===== src/verilog/dsmc_regs.svh =====
// Purpose: Field positions, select codes, reset values and timing counts.
// Assumes: Command clock of 200 MHz; times are in nanoseconds.
// Notes:   Cycle counts round least times up to whole clocks.
`ifndef DSMC_REGS_SVH
`define DSMC_REGS_SVH

`define DSMC_CLK_PERIOD_PS  5000
`define DSMC_MR_SEL_0       3'h0
`define DSMC_MR_SEL_3       3'h3
`define DSMC_MR_SEL_4       3'h4
`define DSMC_MODE0_BL_HI    1
`define DSMC_MODE0_BL_LO    0
`define DSMC_BL_CHOP        2'h2
`define DSMC_MODE3_PAGE_HI  1
`define DSMC_MODE3_PAGE_LO  0
`define DSMC_MODE3_PAT_EN   2
`define DSMC_MODE3_GEAR     3
`define DSMC_MODE3_FGR_HI   8
`define DSMC_MODE3_FGR_LO   6
`define DSMC_MODE4_DPD      1
`define DSMC_BL_RESET       2'h0
`define DSMC_FGR_RESET      3'h0
`define DSMC_FGR_FIXED_1X   3'h0
`define DSMC_PATTERN_RESET  32'h00000000
`define DSMC_T_MOD_NS       60
`define DSMC_T_DPD_ENTRY_NS 100
`define DSMC_T_GEAR_CMD_NS  40
`define DSMC_NS_TO_CYC(t)   (((t) * 1000 + `DSMC_CLK_PERIOD_PS - 1) / `DSMC_CLK_PERIOD_PS)
`define DSMC_MOD_CYC        `DSMC_NS_TO_CYC(`DSMC_T_MOD_NS)
`define DSMC_DPD_ENTRY_CYC  `DSMC_NS_TO_CYC(`DSMC_T_DPD_ENTRY_NS)
`define DSMC_GEAR_CMD_CYC   `DSMC_NS_TO_CYC(`DSMC_T_GEAR_CMD_NS)

`endif


===== src/verilog/dsmc_pkg.sv =====
// Purpose: Types shared by the special-mode command logic.
// Assumes: Nothing beyond the constants header.
// Notes:   Commands are decoded values, not pin codes.
package dsmc_pkg;
  typedef enum logic [3:0] {
    DSMC_CMD_DES, DSMC_CMD_NOP, DSMC_CMD_ACT, DSMC_CMD_MRS, DSMC_CMD_REF,
    DSMC_CMD_PRE, DSMC_CMD_WR, DSMC_CMD_RD, DSMC_CMD_ZQ
  } dsmc_cmd_t;
  typedef enum logic [1:0] {DSMC_GEAR_1N, DSMC_GEAR_WAIT_SYNC, DSMC_GEAR_SETTLE, DSMC_GEAR_2N}
    dsmc_gear_t;
  typedef enum logic [1:0] {DSMC_PWR_ACTIVE, DSMC_PWR_ENTERING, DSMC_PWR_DEEP} dsmc_pwr_t;
endpackage


===== src/verilog/dsmc_store_if.sv =====
// Purpose: Carries pattern store accesses between the control and the store.
// Assumes: One clock shared by both ends.
// Notes:   Read data appear one clock after rd_en.
`timescale 1ns/1ps
`default_nettype none
interface dsmc_store_if;
  logic       wr_en;
  logic [1:0] wr_loc;
  logic [7:0] wr_data;
  logic       rd_en;
  logic [1:0] rd_loc;
  logic       rd_chop;
  logic [7:0] rd_data;
  modport client (output wr_en, wr_loc, wr_data, rd_en, rd_loc, rd_chop, input rd_data);
  modport store  (input wr_en, wr_loc, wr_data, rd_en, rd_loc, rd_chop, output rd_data);
endinterface
`default_nettype wire


===== src/verilog/dsmc_top.sv =====
// Purpose: Command-side pattern access, gear-down and deep power-down control.
// Assumes: Command pins are sampled on CLOCK; the controller keeps its timing.
// Notes:   Array commands are forwarded, pattern accesses stay inside.
`timescale 1ns/1ps
`default_nettype none
`include "dsmc_regs.svh"
module dsmc_top #(
  parameter logic [31:0] PATTERN_INIT = `DSMC_PATTERN_RESET
) (
  // Clock and reset
  input  wire logic        CLOCK,
  input  wire logic        RST,
  input  wire logic        RESET_N,
  // Command and address pins
  input  wire logic        CKE,
  input  wire logic        CS_N,
  input  wire logic        ACT_N,
  input  wire logic        RAS_N,
  input  wire logic        CAS_N,
  input  wire logic        WE_N,
  input  wire logic [1:0]  BG,
  input  wire logic [1:0]  BA,
  input  wire logic [17:0] ADDR,
  // Mode status
  output var  logic        PATTERN_MODE,
  output var  logic        GEAR_DOWN,
  output var  logic        SELF_REFRESH,
  output var  logic        DEEP_POWER_DOWN,
  output var  logic        INPUTS_ENABLED,
  // Commands forwarded to the array, and command rejects
  output var  logic        ARRAY_CMD_VALID,
  output var  logic [3:0]  ARRAY_CMD,
  output var  logic        CMD_REJECT,
  // Pattern read data
  output var  logic        RD_VALID,
  output var  logic        RD_CHOP,
  output logic [7:0]       RD_DATA
);
  localparam logic [7:0] MOD_CYC   = 8'(`DSMC_MOD_CYC);
  localparam logic [7:0] ENTRY_CYC = 8'(`DSMC_DPD_ENTRY_CYC);
  localparam logic [7:0] GEAR_CYC  = 8'(`DSMC_GEAR_CMD_CYC);

  dsmc_store_if store_bus ();

  dsmc_pattern_store #(
    .PATTERN_INIT (PATTERN_INIT)
  ) u_store (
    .clk  (CLOCK),
    .rst  (RST || !RESET_N),
    .port (store_bus.store)
  );

  function automatic dsmc_pkg::dsmc_cmd_t decode(input logic cs_n, input logic act_n,
                                                 input logic ras_n, input logic cas_n,
                                                 input logic we_n);
    dsmc_pkg::dsmc_cmd_t c;
    c = dsmc_pkg::DSMC_CMD_DES;
    if (!cs_n) begin
      if (!act_n) begin
        c = dsmc_pkg::DSMC_CMD_ACT;
      end else begin
        unique case ({ras_n, cas_n, we_n})
          3'h0: c = dsmc_pkg::DSMC_CMD_MRS;
          3'h1: c = dsmc_pkg::DSMC_CMD_REF;
          3'h2: c = dsmc_pkg::DSMC_CMD_PRE;
          3'h3: c = dsmc_pkg::DSMC_CMD_ACT;
          3'h4: c = dsmc_pkg::DSMC_CMD_WR;
          3'h5: c = dsmc_pkg::DSMC_CMD_RD;
          3'h6: c = dsmc_pkg::DSMC_CMD_ZQ;
          3'h7: c = dsmc_pkg::DSMC_CMD_NOP;
        endcase
      end
    end
    return c;
  endfunction

  dsmc_pkg::dsmc_gear_t gear, next_gear;
  dsmc_pkg::dsmc_pwr_t  pwr, next_pwr;
  dsmc_pkg::dsmc_cmd_t  cmd;
  logic       pat_en, next_pat_en;
  logic [1:0] bl_mode, next_bl_mode;
  logic [2:0] fgr_mode, next_fgr_mode;
  logic       self_ref, next_self_ref;
  logic       phase, next_phase;
  logic       phase_ref, next_phase_ref;
  logic       cke_q, next_cke_q;
  logic [7:0] mod_cnt, next_mod_cnt;
  logic [7:0] gear_cnt, next_gear_cnt;
  logic [7:0] pwr_cnt, next_pwr_cnt;
  logic       next_array_valid, next_reject, next_rd_valid, next_rd_chop;
  logic [3:0] next_array_cmd;
  logic [2:0] mr_sel;
  logic       sample_ok;
  logic       live;

  assign mr_sel    = {BG[0], BA};
  assign live      = (pwr != dsmc_pkg::DSMC_PWR_DEEP) && !self_ref;
  assign sample_ok = (gear != dsmc_pkg::DSMC_GEAR_2N) || (phase == phase_ref);
  assign cmd       = (live && sample_ok) ? decode(CS_N, ACT_N, RAS_N, CAS_N, WE_N)
                                         : dsmc_pkg::DSMC_CMD_DES;

  always_comb begin
    next_gear        = gear;
    next_pwr         = pwr;
    next_pat_en      = pat_en;
    next_bl_mode     = bl_mode;
    next_fgr_mode    = fgr_mode;
    next_self_ref    = self_ref;
    next_phase       = !phase;
    next_phase_ref   = phase_ref;
    next_cke_q       = CKE;
    next_mod_cnt     = (mod_cnt != 8'h00) ? mod_cnt - 8'h01 : mod_cnt;
    next_gear_cnt    = gear_cnt + 8'h01;
    next_pwr_cnt     = pwr_cnt + 8'h01;
    next_array_valid = 1'b0;
    next_array_cmd   = 4'(cmd);
    next_reject      = 1'b0;
    next_rd_valid    = 1'b0;
    next_rd_chop     = RD_CHOP;
    store_bus.wr_en   = 1'b0;
    store_bus.wr_loc  = BA;
    store_bus.wr_data = ADDR[7:0];
    store_bus.rd_en   = 1'b0;
    store_bus.rd_loc  = BA;
    store_bus.rd_chop = (bl_mode == `DSMC_BL_CHOP);

    unique case (cmd)
      dsmc_pkg::DSMC_CMD_DES, dsmc_pkg::DSMC_CMD_NOP: begin
      end
      dsmc_pkg::DSMC_CMD_MRS: begin
        next_mod_cnt = MOD_CYC;
        if (mr_sel == `DSMC_MR_SEL_0) begin
          next_bl_mode = ADDR[`DSMC_MODE0_BL_HI:`DSMC_MODE0_BL_LO];
        end else if (mr_sel == `DSMC_MR_SEL_3) begin
          next_fgr_mode = ADDR[`DSMC_MODE3_FGR_HI:`DSMC_MODE3_FGR_LO];
          if (ADDR[`DSMC_MODE3_PAGE_HI:`DSMC_MODE3_PAGE_LO] == 2'h0) begin
            next_pat_en = ADDR[`DSMC_MODE3_PAT_EN];
          end else if (ADDR[`DSMC_MODE3_PAT_EN]) begin
            next_reject = 1'b1;
          end
        end else if (mr_sel == `DSMC_MR_SEL_4 && ADDR[`DSMC_MODE4_DPD]) begin
          next_pwr     = dsmc_pkg::DSMC_PWR_ENTERING;
          next_pwr_cnt = 8'h01;
        end
      end
      default: begin
        if (mod_cnt != 8'h00) begin
          next_reject = 1'b1;
        end else if (cmd == dsmc_pkg::DSMC_CMD_REF && !CKE) begin
          next_self_ref = 1'b1;
        end else if (cmd == dsmc_pkg::DSMC_CMD_REF && pat_en
                     && fgr_mode != `DSMC_FGR_FIXED_1X) begin
          next_reject = 1'b1;
        end else if (pat_en && cmd == dsmc_pkg::DSMC_CMD_WR) begin
          store_bus.wr_en = 1'b1;
        end else if (pat_en && cmd == dsmc_pkg::DSMC_CMD_RD) begin
          store_bus.rd_en = 1'b1;
          next_rd_valid   = 1'b1;
          next_rd_chop    = (bl_mode == `DSMC_BL_CHOP);
        end else begin
          next_array_valid = 1'b1;
        end
      end
    endcase

    unique case (gear)
      dsmc_pkg::DSMC_GEAR_1N: begin
        if (cmd == dsmc_pkg::DSMC_CMD_MRS && mr_sel == `DSMC_MR_SEL_3
            && ADDR[`DSMC_MODE3_GEAR]) begin
          next_gear     = dsmc_pkg::DSMC_GEAR_WAIT_SYNC;
          next_gear_cnt = 8'h01;
        end
      end
      dsmc_pkg::DSMC_GEAR_WAIT_SYNC: begin
        // Sync pulse counts only an even number of clocks after the MRS.
        if (cmd == dsmc_pkg::DSMC_CMD_NOP && !gear_cnt[0]) begin
          next_gear      = dsmc_pkg::DSMC_GEAR_SETTLE;
          next_phase_ref = phase;
          next_gear_cnt  = 8'h01;
        end
      end
      dsmc_pkg::DSMC_GEAR_SETTLE: begin
        if (gear_cnt >= GEAR_CYC) begin
          next_gear = dsmc_pkg::DSMC_GEAR_2N;
        end
      end
      dsmc_pkg::DSMC_GEAR_2N: begin
        if (cmd == dsmc_pkg::DSMC_CMD_MRS && mr_sel == `DSMC_MR_SEL_3
            && !ADDR[`DSMC_MODE3_GEAR]) begin
          next_gear = dsmc_pkg::DSMC_GEAR_1N;
        end
      end
    endcase

    if (self_ref && CKE) begin
      next_self_ref = 1'b0;
      next_gear     = dsmc_pkg::DSMC_GEAR_1N;
    end

    unique case (pwr)
      dsmc_pkg::DSMC_PWR_ACTIVE: begin
      end
      dsmc_pkg::DSMC_PWR_ENTERING: begin
        if (pwr_cnt >= ENTRY_CYC) begin
          next_pwr = dsmc_pkg::DSMC_PWR_DEEP;
        end
      end
      default: begin
        if (!cke_q && CKE && !CS_N) begin
          next_pwr = dsmc_pkg::DSMC_PWR_ACTIVE;
        end
      end
    endcase
  end

  always_ff @(posedge CLOCK) begin
    if (RST || !RESET_N) begin
      gear            <= dsmc_pkg::DSMC_GEAR_1N;
      pwr             <= dsmc_pkg::DSMC_PWR_ACTIVE;
      pat_en          <= 1'b0;
      bl_mode         <= `DSMC_BL_RESET;
      fgr_mode        <= `DSMC_FGR_RESET;
      self_ref        <= 1'b0;
      phase           <= 1'b0;
      phase_ref       <= 1'b0;
      cke_q           <= 1'b0;
      mod_cnt         <= 8'h00;
      gear_cnt        <= 8'h00;
      pwr_cnt         <= 8'h00;
      ARRAY_CMD_VALID <= 1'b0;
      ARRAY_CMD       <= 4'h0;
      CMD_REJECT      <= 1'b0;
      RD_VALID        <= 1'b0;
      RD_CHOP         <= 1'b0;
    end else begin
      gear            <= next_gear;
      pwr             <= next_pwr;
      pat_en          <= next_pat_en;
      bl_mode         <= next_bl_mode;
      fgr_mode        <= next_fgr_mode;
      self_ref        <= next_self_ref;
      phase           <= next_phase;
      phase_ref       <= next_phase_ref;
      cke_q           <= next_cke_q;
      mod_cnt         <= next_mod_cnt;
      gear_cnt        <= next_gear_cnt;
      pwr_cnt         <= next_pwr_cnt;
      ARRAY_CMD_VALID <= next_array_valid;
      ARRAY_CMD       <= next_array_cmd;
      CMD_REJECT      <= next_reject;
      RD_VALID        <= next_rd_valid;
      RD_CHOP         <= next_rd_chop;
    end
  end

  assign RD_DATA         = store_bus.rd_data;
  assign PATTERN_MODE    = pat_en;
  assign GEAR_DOWN       = (gear == dsmc_pkg::DSMC_GEAR_2N);
  assign SELF_REFRESH    = self_ref;
  assign DEEP_POWER_DOWN = (pwr == dsmc_pkg::DSMC_PWR_DEEP);
  assign INPUTS_ENABLED  = (pwr != dsmc_pkg::DSMC_PWR_DEEP);
endmodule
`default_nettype wire


===== src/verilog/dsmc_pattern_store.sv =====
// Purpose: Four 8-bit pattern locations with a registered read port.
// Assumes: Accesses come from the command control on the same clock.
// Notes:   Kept apart from the array so pattern writes never touch it.
`timescale 1ns/1ps
`default_nettype none
`include "dsmc_regs.svh"
module dsmc_pattern_store #(
  parameter logic [31:0] PATTERN_INIT = `DSMC_PATTERN_RESET
) (
  // Clock and reset
  input  wire logic   clk,
  input  wire logic   rst,
  // Access port
  dsmc_store_if.store port
);
  logic [3:0][7:0] mem;
  logic [3:0][7:0] next_mem;
  logic [7:0]      rd_data;
  logic [7:0]      next_rd_data;

  always_comb begin
    next_mem     = mem;
    next_rd_data = rd_data;
    if (port.wr_en) begin
      next_mem[port.wr_loc] = port.wr_data;
    end
    if (port.rd_en) begin
      // Beats four to seven of a chopped burst are driven as zero.
      next_rd_data = port.rd_chop ? {4'h0, mem[port.rd_loc][3:0]} : mem[port.rd_loc];
    end
  end

  always_ff @(posedge clk) begin
    if (rst) begin
      mem     <= PATTERN_INIT;
      rd_data <= 8'h00;
    end else begin
      mem     <= next_mem;
      rd_data <= next_rd_data;
    end
  end

  assign port.rd_data = rd_data;
endmodule
`default_nettype wire


===== config.mk =====
export PLATFORM = sky130hd
export DESIGN_NAME = dsmc_top
export DESIGN_NICKNAME = d
export VERILOG_FILES = /design/src/verilog/dsmc_pkg.sv /design/src/verilog/dsmc_store_if.sv /design/src/verilog/dsmc_top.sv /design/src/verilog/dsmc_pattern_store.sv
export VERILOG_INCLUDE_DIRS = /design/src /design/src/verilog
export SDC_FILE = /design/constraint.sdc
export NUM_CORES = 1
export LEC_CHECK = 0
export ABC_CLOCK_PERIOD_IN_PS = 3110
export BUFFER_PORTS_ARGS = -buffer_cell sky130_fd_sc_hd__buf_2
export CAP_MARGIN = 20
export CORE_MARGIN = 1.5
export CORE_UTILIZATION = 45
export DETAILED_ROUTE_END_ITERATION = 10
export GPL_TIMING_DRIVEN = 0
export PLACE_DENSITY = 0.68
export SYNTH_ARGS = -nofsm -noshare
export SYNTH_HDL_FRONTEND = slang
export SYNTH_SLANG_ARGS = --single-unit

===== constraint.sdc =====
create_clock -name CLOCK -period 3.11 [get_ports CLOCK]
set_clock_uncertainty 0.15 [all_clocks]
set_input_delay 0.1555 -clock CLOCK [delete_from_list [all_inputs] [get_ports CLOCK]]
set_output_delay 0.1555 -clock CLOCK [all_outputs]
set_load 0.02 [all_outputs]

==> results_dict.tcl, run 1 <==
set metrics [dict create \
    cts_setup_buffers 0 \
    tns_ns 0 \
    slew_headroom 0.296 \
    reg2reg_to "u_store.mem[17]" \
    grt_first_pass_wirelength_mm 18.4 \
    status "complete, no violations" \
    multi_input_area_sq_mm 0.00225 \
    maxCapViolCount 0 \
    cts_buffers 9 \
    worstPathRequired_ns 3.19 \
    clock_latency_ns 0.36 \
    power.density_mw_per_mm2 611 \
    drt_iter0_drc 293 \
    synthDistinctLibCells 50 \
    vias 3923 \
    timing.rr.start "mod_cnt[0]" \
    synthCells 467 \
    post-route-period-util 0.945 \
    cp-end-kind "flop" \
    nFillCells 865 \
    drive_gt1_frac 0.144 \
    grt_pass1_vias 3668 \
    antenna_found_initial 0 \
    critPathLaunchType "flop" \
    clock-sinks 86 \
    hold_viol_final 0 \
    drc 0 \
    fin_crit_ns 2.94 \
    area_delta_synth_final_pct 15.4 \
    hold_path_end "ARRAY_CMD[2]" \
    fin_util 0.529 \
    syn-num-nets 508 \
    ys_ff_latch 86 \
    final_cells 644 \
    critPathKind "flop to flop" \
    hp-start "CAS_N" \
    ios 52 \
    cts_tree "built" \
    setup_ws_ns 0.170 \
    r2r_setup_slack_ns 0.17 \
    p_total_mw 2.96 \
    cts.reportedPaths.clkPinSlew_ns 0.10 \
    peakVddDrop_uv 341 \
    grt_max_degree 16 \
    insertedDiodeCount 0 \
    start_util 0.458 \
    die-area_sq_mm 0.00990 \
    setup_viol 0 \
    grt_overflow 0 \
    nets 569 \
    fp.dieH_um 99.5 \
    netlist_area_sq_mm 0.00419 \
    grt_usage 0.235 \
    yosysWarnings 0 \
    clock.fmax_mhz 340 \
    reg2reg_depth 10 \
    htree_levels 3 \
    io_buffers 38 \
    tightest_slew_ns 1.05 \
    wl_per_cell_um 17.5 \
    leakagePower_nw 1.74 \
    synth-edff-count 0 \
    wl_mm 11.3 \
    core-area_sq_mm 0.00915 \
    worstPathMaxFanout 10 \
    die_w_um 99.5 \
    syn_area_per_cell_sq_um 8.98 \
    dp.cells 616 \
    seqCellArea_sq_mm 0.00172 \
    place_hpwl_mm 8.03 \
    ant_nets 0 \
    whs_path_depth 4 \
    viasPerCell 6.09 \
    cp.arrival_ns 3.01 \
    final_max_slew_viol_count 0 \
    postSynth.asyncResetShare 0 \
    rsz0062_at_grt "no" \
    synthFlopType "dfxtp_1" \
    firstDrtPassIters 7 \
    globalplace.congestion 0.873 \
    cts_max_path_buffers 2 \
    place_ws_ns 0.196 \
    rows 35 \
    ys_seq_area_frac 0.411 \
    hold_class "input pin to flop" \
    root_buffer "clkbuf_8" \
]
layer usage:
layer / GRT usage / wire [um] / up-vias
li1: - / - / 1889
met1: 0.313 / 5090 / 1887
met2: 0.378 / 5330 / 123
met3: 0.0506 / 600 / 24
met4: 0.0802 / 276 / 0
met5: 0 / 0 / -
worst max-delay path, stage by stage, from the launching register on:
cell and delay [ns]:
dfxtp_1 0.32, inv_1 0.08, ha_1 0.17, or4b_4 0.49
or4_1 0.41, buf_2 0.18, or3_1 0.34, buf_6 0.15
buf_6 0.14, o31ai_1 0.25, a21oi_1 0.12
per-stage QoR:
stage,hold slack (ns),cell area (sq um)
detailed placement,0.245,4520
global route,0.0688,4840
floorplan,0.124,4190
finish,0.0418,4840
CTS,0.0371,4840
global placement,0.242,4520
power by group:
part	leakage (nW)	total (mW)	switching, mW	internal (mW)
clock network	0.0960	0.803	0.429	0.374
logic	0.947	0.964	0.608	0.356
registers	0.695	1.19	0.0403	1.15
total	1.74	2.96	1.08	1.88
worst max-delay path by stage:
stage                     startpoint                 endpoint  slack [ns]
after floorplan           mod_cnt[0]  u_store.port.rd_data[1]        0.41
after global placement    mod_cnt[0]  u_store.port.rd_data[7]        0.26
after detailed placement  mod_cnt[0]          u_store.mem[17]        0.20
after CTS                 mod_cnt[0]  u_store.port.rd_data[4]        0.16
after global routing      mod_cnt[0]           u_store.mem[1]       0.009
final                     mod_cnt[0]          u_store.mem[17]        0.17
cell type report:
cell class                      instances  area share
Clock inverter                          7      0.0150
Inverter                               13      0.0101
Tap cell                              111      0.0287
Multi-Input combinational cell        334       0.465
Clock buffer                            9      0.0256
Buffer                                 34      0.0352
Sequential cell                        86       0.356
Timing Repair Buffer                   50      0.0641
cell usage after synthesis, types with 2 or more instances:
cell type  count  area share
a2111oi_0      2      0.0042
dfxtp_1       86        0.41
a41oi_1        3      0.0063
ha_1          10       0.030
nand4_1       45       0.067
o21a_1         2      0.0036
mux4_2         8       0.043
buf_6          5       0.013
o31ai_1       41       0.073
a31oi_1        3      0.0045
nor2b_1        8       0.012
and4_1         2      0.0042
nand3_1       17       0.020
nor3_1        15       0.018
inv_1         13       0.012
nand2_1       12       0.011
a21oi_1       50       0.060
nor4_1         3      0.0045
a211oi_1       3      0.0054
nand2b_1       9       0.013
and3_1         6      0.0090
o21ai_0        6      0.0072
nor2_1        37       0.033
mux2i_1        9       0.021
buf_2          4      0.0048
clkbuf_1      24       0.021
nand3b_1       4      0.0072
xor2_1        11       0.023
or3_1          3      0.0045
xnor2_1        5       0.010
nor3b_1        2      0.0036
cells by family (layout without fill, tap and decap cells):
group,Yosys count,count (layout),share of synthesized area
buffers and inverters,47,113,0.0522
muxes,17,17,0.0645
AOI/OAI and AO/OA,121,121,0.187
and+or+nand+nor,170,170,0.222
xor gates and xnor gates,16,16,0.0334
DFF,86,86,0.411
adders and majority gates,10,10,0.0299
flip-flops by register name, indices dropped and copies added, names as in the netlist:
| name | count |
|---|---|
| ARRAY_CMD | 4 |
| ARRAY_CMD_VALID | 1 |
| CMD_REJECT | 1 |
| PATTERN_MODE | 1 |
| RD_CHOP | 1 |
| RD_VALID | 1 |
| SELF_REFRESH | 1 |
| bl_mode | 2 |
| cke_q | 1 |
| fgr_mode | 3 |
| gear | 2 |
| gear_cnt | 8 |
| mod_cnt | 8 |
| phase | 1 |
| phase_ref | 1 |
| pwr | 2 |
| pwr_cnt | 8 |
| u_store.mem | 32 |
| u_store.port.rd_data | 8 |
placed cells by master (no fill, tap or decap), drive strengths merged, types with 3 or more instances in the layout:
cell / count
dfxtp: 86
nand2: 12
mux2i: 9
nor4: 3
nand2b: 9
xor2: 11
a41oi: 3
inv: 15
nand3b: 4
nor2b: 8
a21oi: 50
clkbuf: 33
or3: 3
a31oi: 3
and3: 6
nor3: 16
mux4: 8
nand4: 45
nand3: 17
ha: 10
nor2: 37
xnor2: 5
dlygate4sd3: 12
o21ai: 7
o31ai: 41
buf: 48
a211oi: 4
repair_timing:
item | 4_1_cts | 5_1_grt
hold endpoints to repair | 35 | 0
hold buffers | 12 | 0
resized for setup | 0 | 0
Power figures use the tool's default switching activity.
==> run 2, diff against run 1 <==
--- a/config.mk
+++ b/config.mk
@@ -7,7 +7,7 @@
 export NUM_CORES = 1
 export LEC_CHECK = 0
 export ABC_CLOCK_PERIOD_IN_PS = 3110
-export BUFFER_PORTS_ARGS = -buffer_cell sky130_fd_sc_hd__buf_2
+export BUFFER_PORTS_ARGS = -buffer_cell sky130_fd_sc_hd__buf_4
 export CAP_MARGIN = 20
 export CORE_MARGIN = 1.5
 export CORE_UTILIZATION = 45
==> results_dict.tcl, run 2 (same netlist as run 1, synthesis figures left out) <==
set metrics [dict create \
    top_layer "met4" \
    cp.arrival_ns 3.01 \
    status "complete, no violations" \
    cts_setup_buffers 0 \
    globalplace.congestion 0.913 \
    hold_viol_final 0 \
    clock.fmax_mhz 341 \
    largest-register "u_store.mem" \
    core-area_sq_mm 0.00915 \
    critPathKind "flop to flop" \
    ant_nets 0 \
    grt_first_pass_wirelength_mm 18.2 \
    die_w_um 99.5 \
    power.density_mw_per_mm2 606 \
    crit_top_cell "buf_6" \
    hold_class "input pin to flop" \
    cp.depth 10 \
    clock_latency_ns 0.37 \
    vias 3926 \
    p_total_mw 2.99 \
    slew_headroom 0.312 \
    whs_path_depth 4 \
    r2r_setup_slack_ns 0.18 \
    wl_met1_mm 4.88 \
    nFillCells 830 \
    ctsResizeCount 0 \
    place_hpwl_mm 8.12 \
    cp-end-kind "flop" \
    cts_max_path_buffers 2 \
    cts_tree "built" \
    io_buffers 38 \
    area_delta_synth_final_pct 17.9 \
    fp.dieH_um 99.5 \
    seqCellArea_sq_mm 0.00172 \
    cp_slowest_cell "or4b_4" \
    rows 35 \
    critPathLaunchType "flop" \
    peakVddDrop_uv 398 \
    grt_usage 0.232 \
    drive_gt1_frac 0.144 \
    wl_per_cell_um 17.5 \
    grt_max_degree 16 \
    critPathMaxStageDelay_ns 0.50 \
    wl_met3_um 719 \
    tightest_slew_ns 1.03 \
    final_max_slew_viol_count 0 \
    viasPerCell 6.10 \
    nets 569 \
    ios 52 \
    start_util 0.458 \
    drt_iter0_drc 275 \
    multi_input_area_sq_mm 0.00225 \
    leakagePower_nw 1.75 \
    setup_viol 0 \
    cts.reportedPaths.clkPinSlew_ns 0.09 \
    worstPathMaxFanout 10 \
    fin_crit_ns 2.93 \
    root_buffer "clkbuf_8" \
    dr_wl_met2_mm 5.34 \
    layout_commonest_cell "dfxtp_1" \
    cts_buffers 9 \
    grt_overflow 0 \
    insertedDiodeCount 0 \
    wl_mm 11.2 \
    cpLargestDelayFamily "simple AND/OR/NAND/NOR gates" \
    cp_cell_sequence "inv_1, ha_1, or4b_4, or4_1, buf_2, or3_1, buf_6, buf_6, o31ai_1, a21oi_1" \
    maxCapViolCount 0 \
    firstDrtPassIters 5 \
    largest_reg_flops 32 \
    clock-sinks 86 \
    reg2reg_depth 10 \
    grt_pass1_vias 3723 \
    die-area_sq_mm 0.00990 \
    tns_ns 0 \
    antenna_found_initial 0 \
    critPathBufInv 4 \
    htree_levels 3 \
    post-route-period-util 0.943 \
    drc 0 \
    final_cell_mix "86 x dfxtp_1, 50 x a21oi_1, 45 x nand4_1" \
    rsz0062_at_grt "no" \
    worstPathRequired_ns 3.19 \
]
-- run 2: cell types whose count changed in the layout (fill, tap and decap cells not counted), sizes merged --
| cell | change |
|---|---|
| clkbuf | +1 |
| clkinvlp | +1 |
| clkinv | -1 |
| inv | -1 |
-- run 2: tightest hold or removal path: cells and delay by family --
family,cells,cell delay [ns]
AND/OR/NAND/NOR,3,0.22
buffers and inverters,1,0.10
-- run 2: worst paths after layout --
path | from | to
min | CAS_N | ARRAY_CMD[2]
min reg2reg | u_store.mem[15] | u_store.mem[15]
max reg2reg | mod_cnt[0] | u_store.mem[16]
max | mod_cnt[0] | u_store.mem[16]
-- run 2: layer usage --
metal,global-route usage,vias to the layer above
met3,0.0632,30
met5,0,-
met2,0.379,147
li1,-,1877
met1,0.295,1872
met4,0.0845,0
-- run 2: where the power goes --
group	switching (mW)	internal, mW	leakage, nW
clock network	0.430	0.397	0.0951
registers	0.0433	1.15	0.695
logic	0.607	0.367	0.961
total	1.08	1.91	1.75
-- run 2: repair_timing --
item / in CTS / in global routing
endpoints found under the setup margin: 0 / 0
hold endpoints to repair: 40 / 0
hold buffers: 12 / 0
-- run 2: area by class of cell --
cell class	count	area share
Buffer	34	0.0344
Clock buffer	10	0.0278
Clock inverter	6	0.0142
Inverter	13	0.00987
Multi-Input combinational cell	334	0.455
Sequential cell	86	0.348
Tap cell	111	0.0281
Timing Repair Buffer	50	0.0820
-- run 2: through the flow --
stage | setup WS (ns) | hold WS, ns | util | cells | cell area (sq um)
2_1_floorplan | 0.413 | 0.124 | - | 467 | 4190
3_3_place_gp | 0.266 | 0.248 | 0.504 | 616 | 4620
3_5_place_dp | 0.193 | 0.259 | 0.504 | 616 | 4620
4_1_cts | 0.200 | 0.00176 | 0.540 | 644 | 4940
5_1_grt | 0.00961 | 0.0541 | 0.540 | 644 | 4940
6_report | 0.178 | 0.0174 | 0.540 | 644 | 4940
==> run 3, diff against run 2 <==
--- a/config.mk
+++ b/config.mk
@@ -6,7 +6,7 @@
 export SDC_FILE = /design/constraint.sdc
 export NUM_CORES = 1
 export LEC_CHECK = 0
-export ABC_CLOCK_PERIOD_IN_PS = 3110
+export ABC_CLOCK_PERIOD_IN_PS = 3660
 export BUFFER_PORTS_ARGS = -buffer_cell sky130_fd_sc_hd__buf_4
 export CAP_MARGIN = 20
 export CORE_MARGIN = 1.5
==> constraint.sdc (replaced) <==
create_clock -name CLOCK -period 3.66 [get_ports CLOCK]
set_clock_uncertainty 0.15 [all_clocks]
set_input_delay 0.183 -clock CLOCK [delete_from_list [all_inputs] [get_ports CLOCK]]
set_output_delay 0.183 -clock CLOCK [all_outputs]
set_load 0.02 [all_outputs]
==> results_dict.tcl, run 3 (same netlist as run 1, synthesis figures left out) <==
set metrics [dict create \
    die-area_sq_mm 0.00990 \
    drc 0 \
    drive_gt1_frac 0.145 \
    insertedDiodeCount 0 \
    hold_slack_ns 0.0192 \
    critPathLaunchType "flop" \
    largest-register "u_store.mem" \
    viasPerCell 6.04 \
    hold_class "input pin to flop" \
    status "complete, no violations" \
    globalplace.congestion 0.913 \
    crit_top_cell "buf_6" \
    antenna_found_initial 0 \
    peakVddDrop_uv 339 \
    critPathMaxStageDelay_ns 0.50 \
    leakagePower_nw 1.74 \
    critPathKind "flop to flop" \
    hold_buffers 11 \
    cts_buffers 9 \
    htree_levels 3 \
    rows 35 \
    cts_setup_buffers 0 \
    ios 52 \
    drt_iter0_drc 236 \
    rsz0062_at_grt "no" \
    cts_max_path_buffers 2 \
    cp.arrival_ns 2.99 \
    layout_commonest_cell "dfxtp_1" \
    grt_first_pass_wirelength_mm 18.2 \
    cp_slowest_cell "or4b_4" \
    clock-sinks 86 \
    use_met1 0.295 \
    ant_nets 0 \
    grt_overflow 0 \
    core-area_sq_mm 0.00915 \
    root_buffer "clkbuf_8" \
    start_util 0.458 \
    worstPathRequired_ns 3.74 \
    io_buffers 38 \
    grt_max_degree 16 \
    setup_viol 0 \
    clock.fmax_mhz 343 \
    largest_reg_flops 32 \
    cts.reportedPaths.clkPinSlew_ns 0.09 \
    worstPathMaxFanout 10 \
    power.density_mw_per_mm2 516 \
    slew_headroom 0.304 \
    maxCapViolCount 0 \
    clock_latency_ns 0.36 \
    nFillCells 831 \
    firstDrtPassIters 4 \
    final_cell_mix "86 x dfxtp_1, 50 x a21oi_1, 45 x nand4_1" \
    area_delta_synth_final_pct 17.7 \
    cts_tree "built" \
    grt_usage 0.232 \
    final_max_slew_viol_count 0 \
    tightest_slew_ns 1.04 \
    hold_viol_final 0 \
    wl_per_cell_um 17.5 \
    grtUsageMet2 0.379 \
    fin_crit_ns 2.91 \
    wl_mm 11.3 \
    fp.dieH_um 99.5 \
    post-route-period-util 0.796 \
    nets 568 \
    place_hpwl_mm 8.12 \
    cp-end-kind "flop" \
    tns_ns 0 \
    cp_cell_sequence "inv_1, ha_1, or4b_4, or4_1, buf_2, or3_1, buf_6, buf_6, o31ai_1, a21oi_1" \
    ctsResizeCount 0 \
    vias 3881 \
    grt_pass1_vias 3720 \
    grt-busiest-layer "met2" \
    die_w_um 99.5 \
    grtUsageMet3 0.0632 \
]
run 3: cell types whose count changed in the layout (fill, tap and decap cells not counted):
cell           previous run  this run
dlygate4sd3_1            12        11
run 3: worst max-delay path, delay by kind of cell (launching register included):
kind	cells	cell delay, ns
AND/OR/NAND/NOR	3	1.23
buffers and inverters	4	0.55
AO/OA/AOI/OAI	2	0.35
flip-flops	1	0.31
adder cells (fa/ha/maj)	1	0.19
run 3: layout make-up:
type | count | area, sq um | share of cell area
Inverter | 13 | 48.8 | 0.00989
Sequential cell | 86 | 1720 | 0.349
Clock inverter | 6 | 70.1 | 0.0142
Clock buffer | 10 | 138 | 0.0279
Tap cell | 111 | 139 | 0.0282
Timing Repair Buffer | 49 | 395 | 0.0801
Buffer | 34 | 170 | 0.0345
Multi-Input combinational cell | 334 | 2250 | 0.456
run 3: path summary, 6_finish.rpt:
check / from / endpoint / slack [ns] / cells after the start
hold reg to reg: phase / phase / 0.32 / 1
hold / removal: ACT_N / ARRAY_CMD[3] / 0.02 / 3
setup reg to reg: mod_cnt[0] / u_store.mem[3] / 0.75 / 10
setup / recovery: mod_cnt[0] / u_store.mem[3] / 0.75 / 10
run 3: metrics by stage:
step                       util  setup WS [ns]  cells  area (sq um)  total power [mW]
final                     0.539          0.747    643          4930              2.55
after global routing      0.539          0.560    643          4930              2.67
after CTS                 0.539          0.750    643          4930              2.55
after detailed placement  0.504          0.743    616          4620              1.84
after global placement    0.504          0.816    616          4620              1.82
after floorplan               -          0.963    467          4190              1.64
run 3: report_power, final:
group          internal (mW)  total [mW]  leakage (nW)  switching (mW)
combinational          0.312       0.830         0.954           0.518
sequential             0.978        1.01         0.695          0.0367
clock                  0.337       0.701        0.0951           0.364
total                   1.63        2.55          1.74           0.919
run 3: layer usage:
| layer | vias to the layer above | share of wire |
|---|---|---|
| met5 | - | 0 |
| met4 | 0 | 0.022 |
| met3 | 23 | 0.059 |
| met2 | 138 | 0.48 |
| met1 | 1846 | 0.44 |
| li1 | 1874 | - |
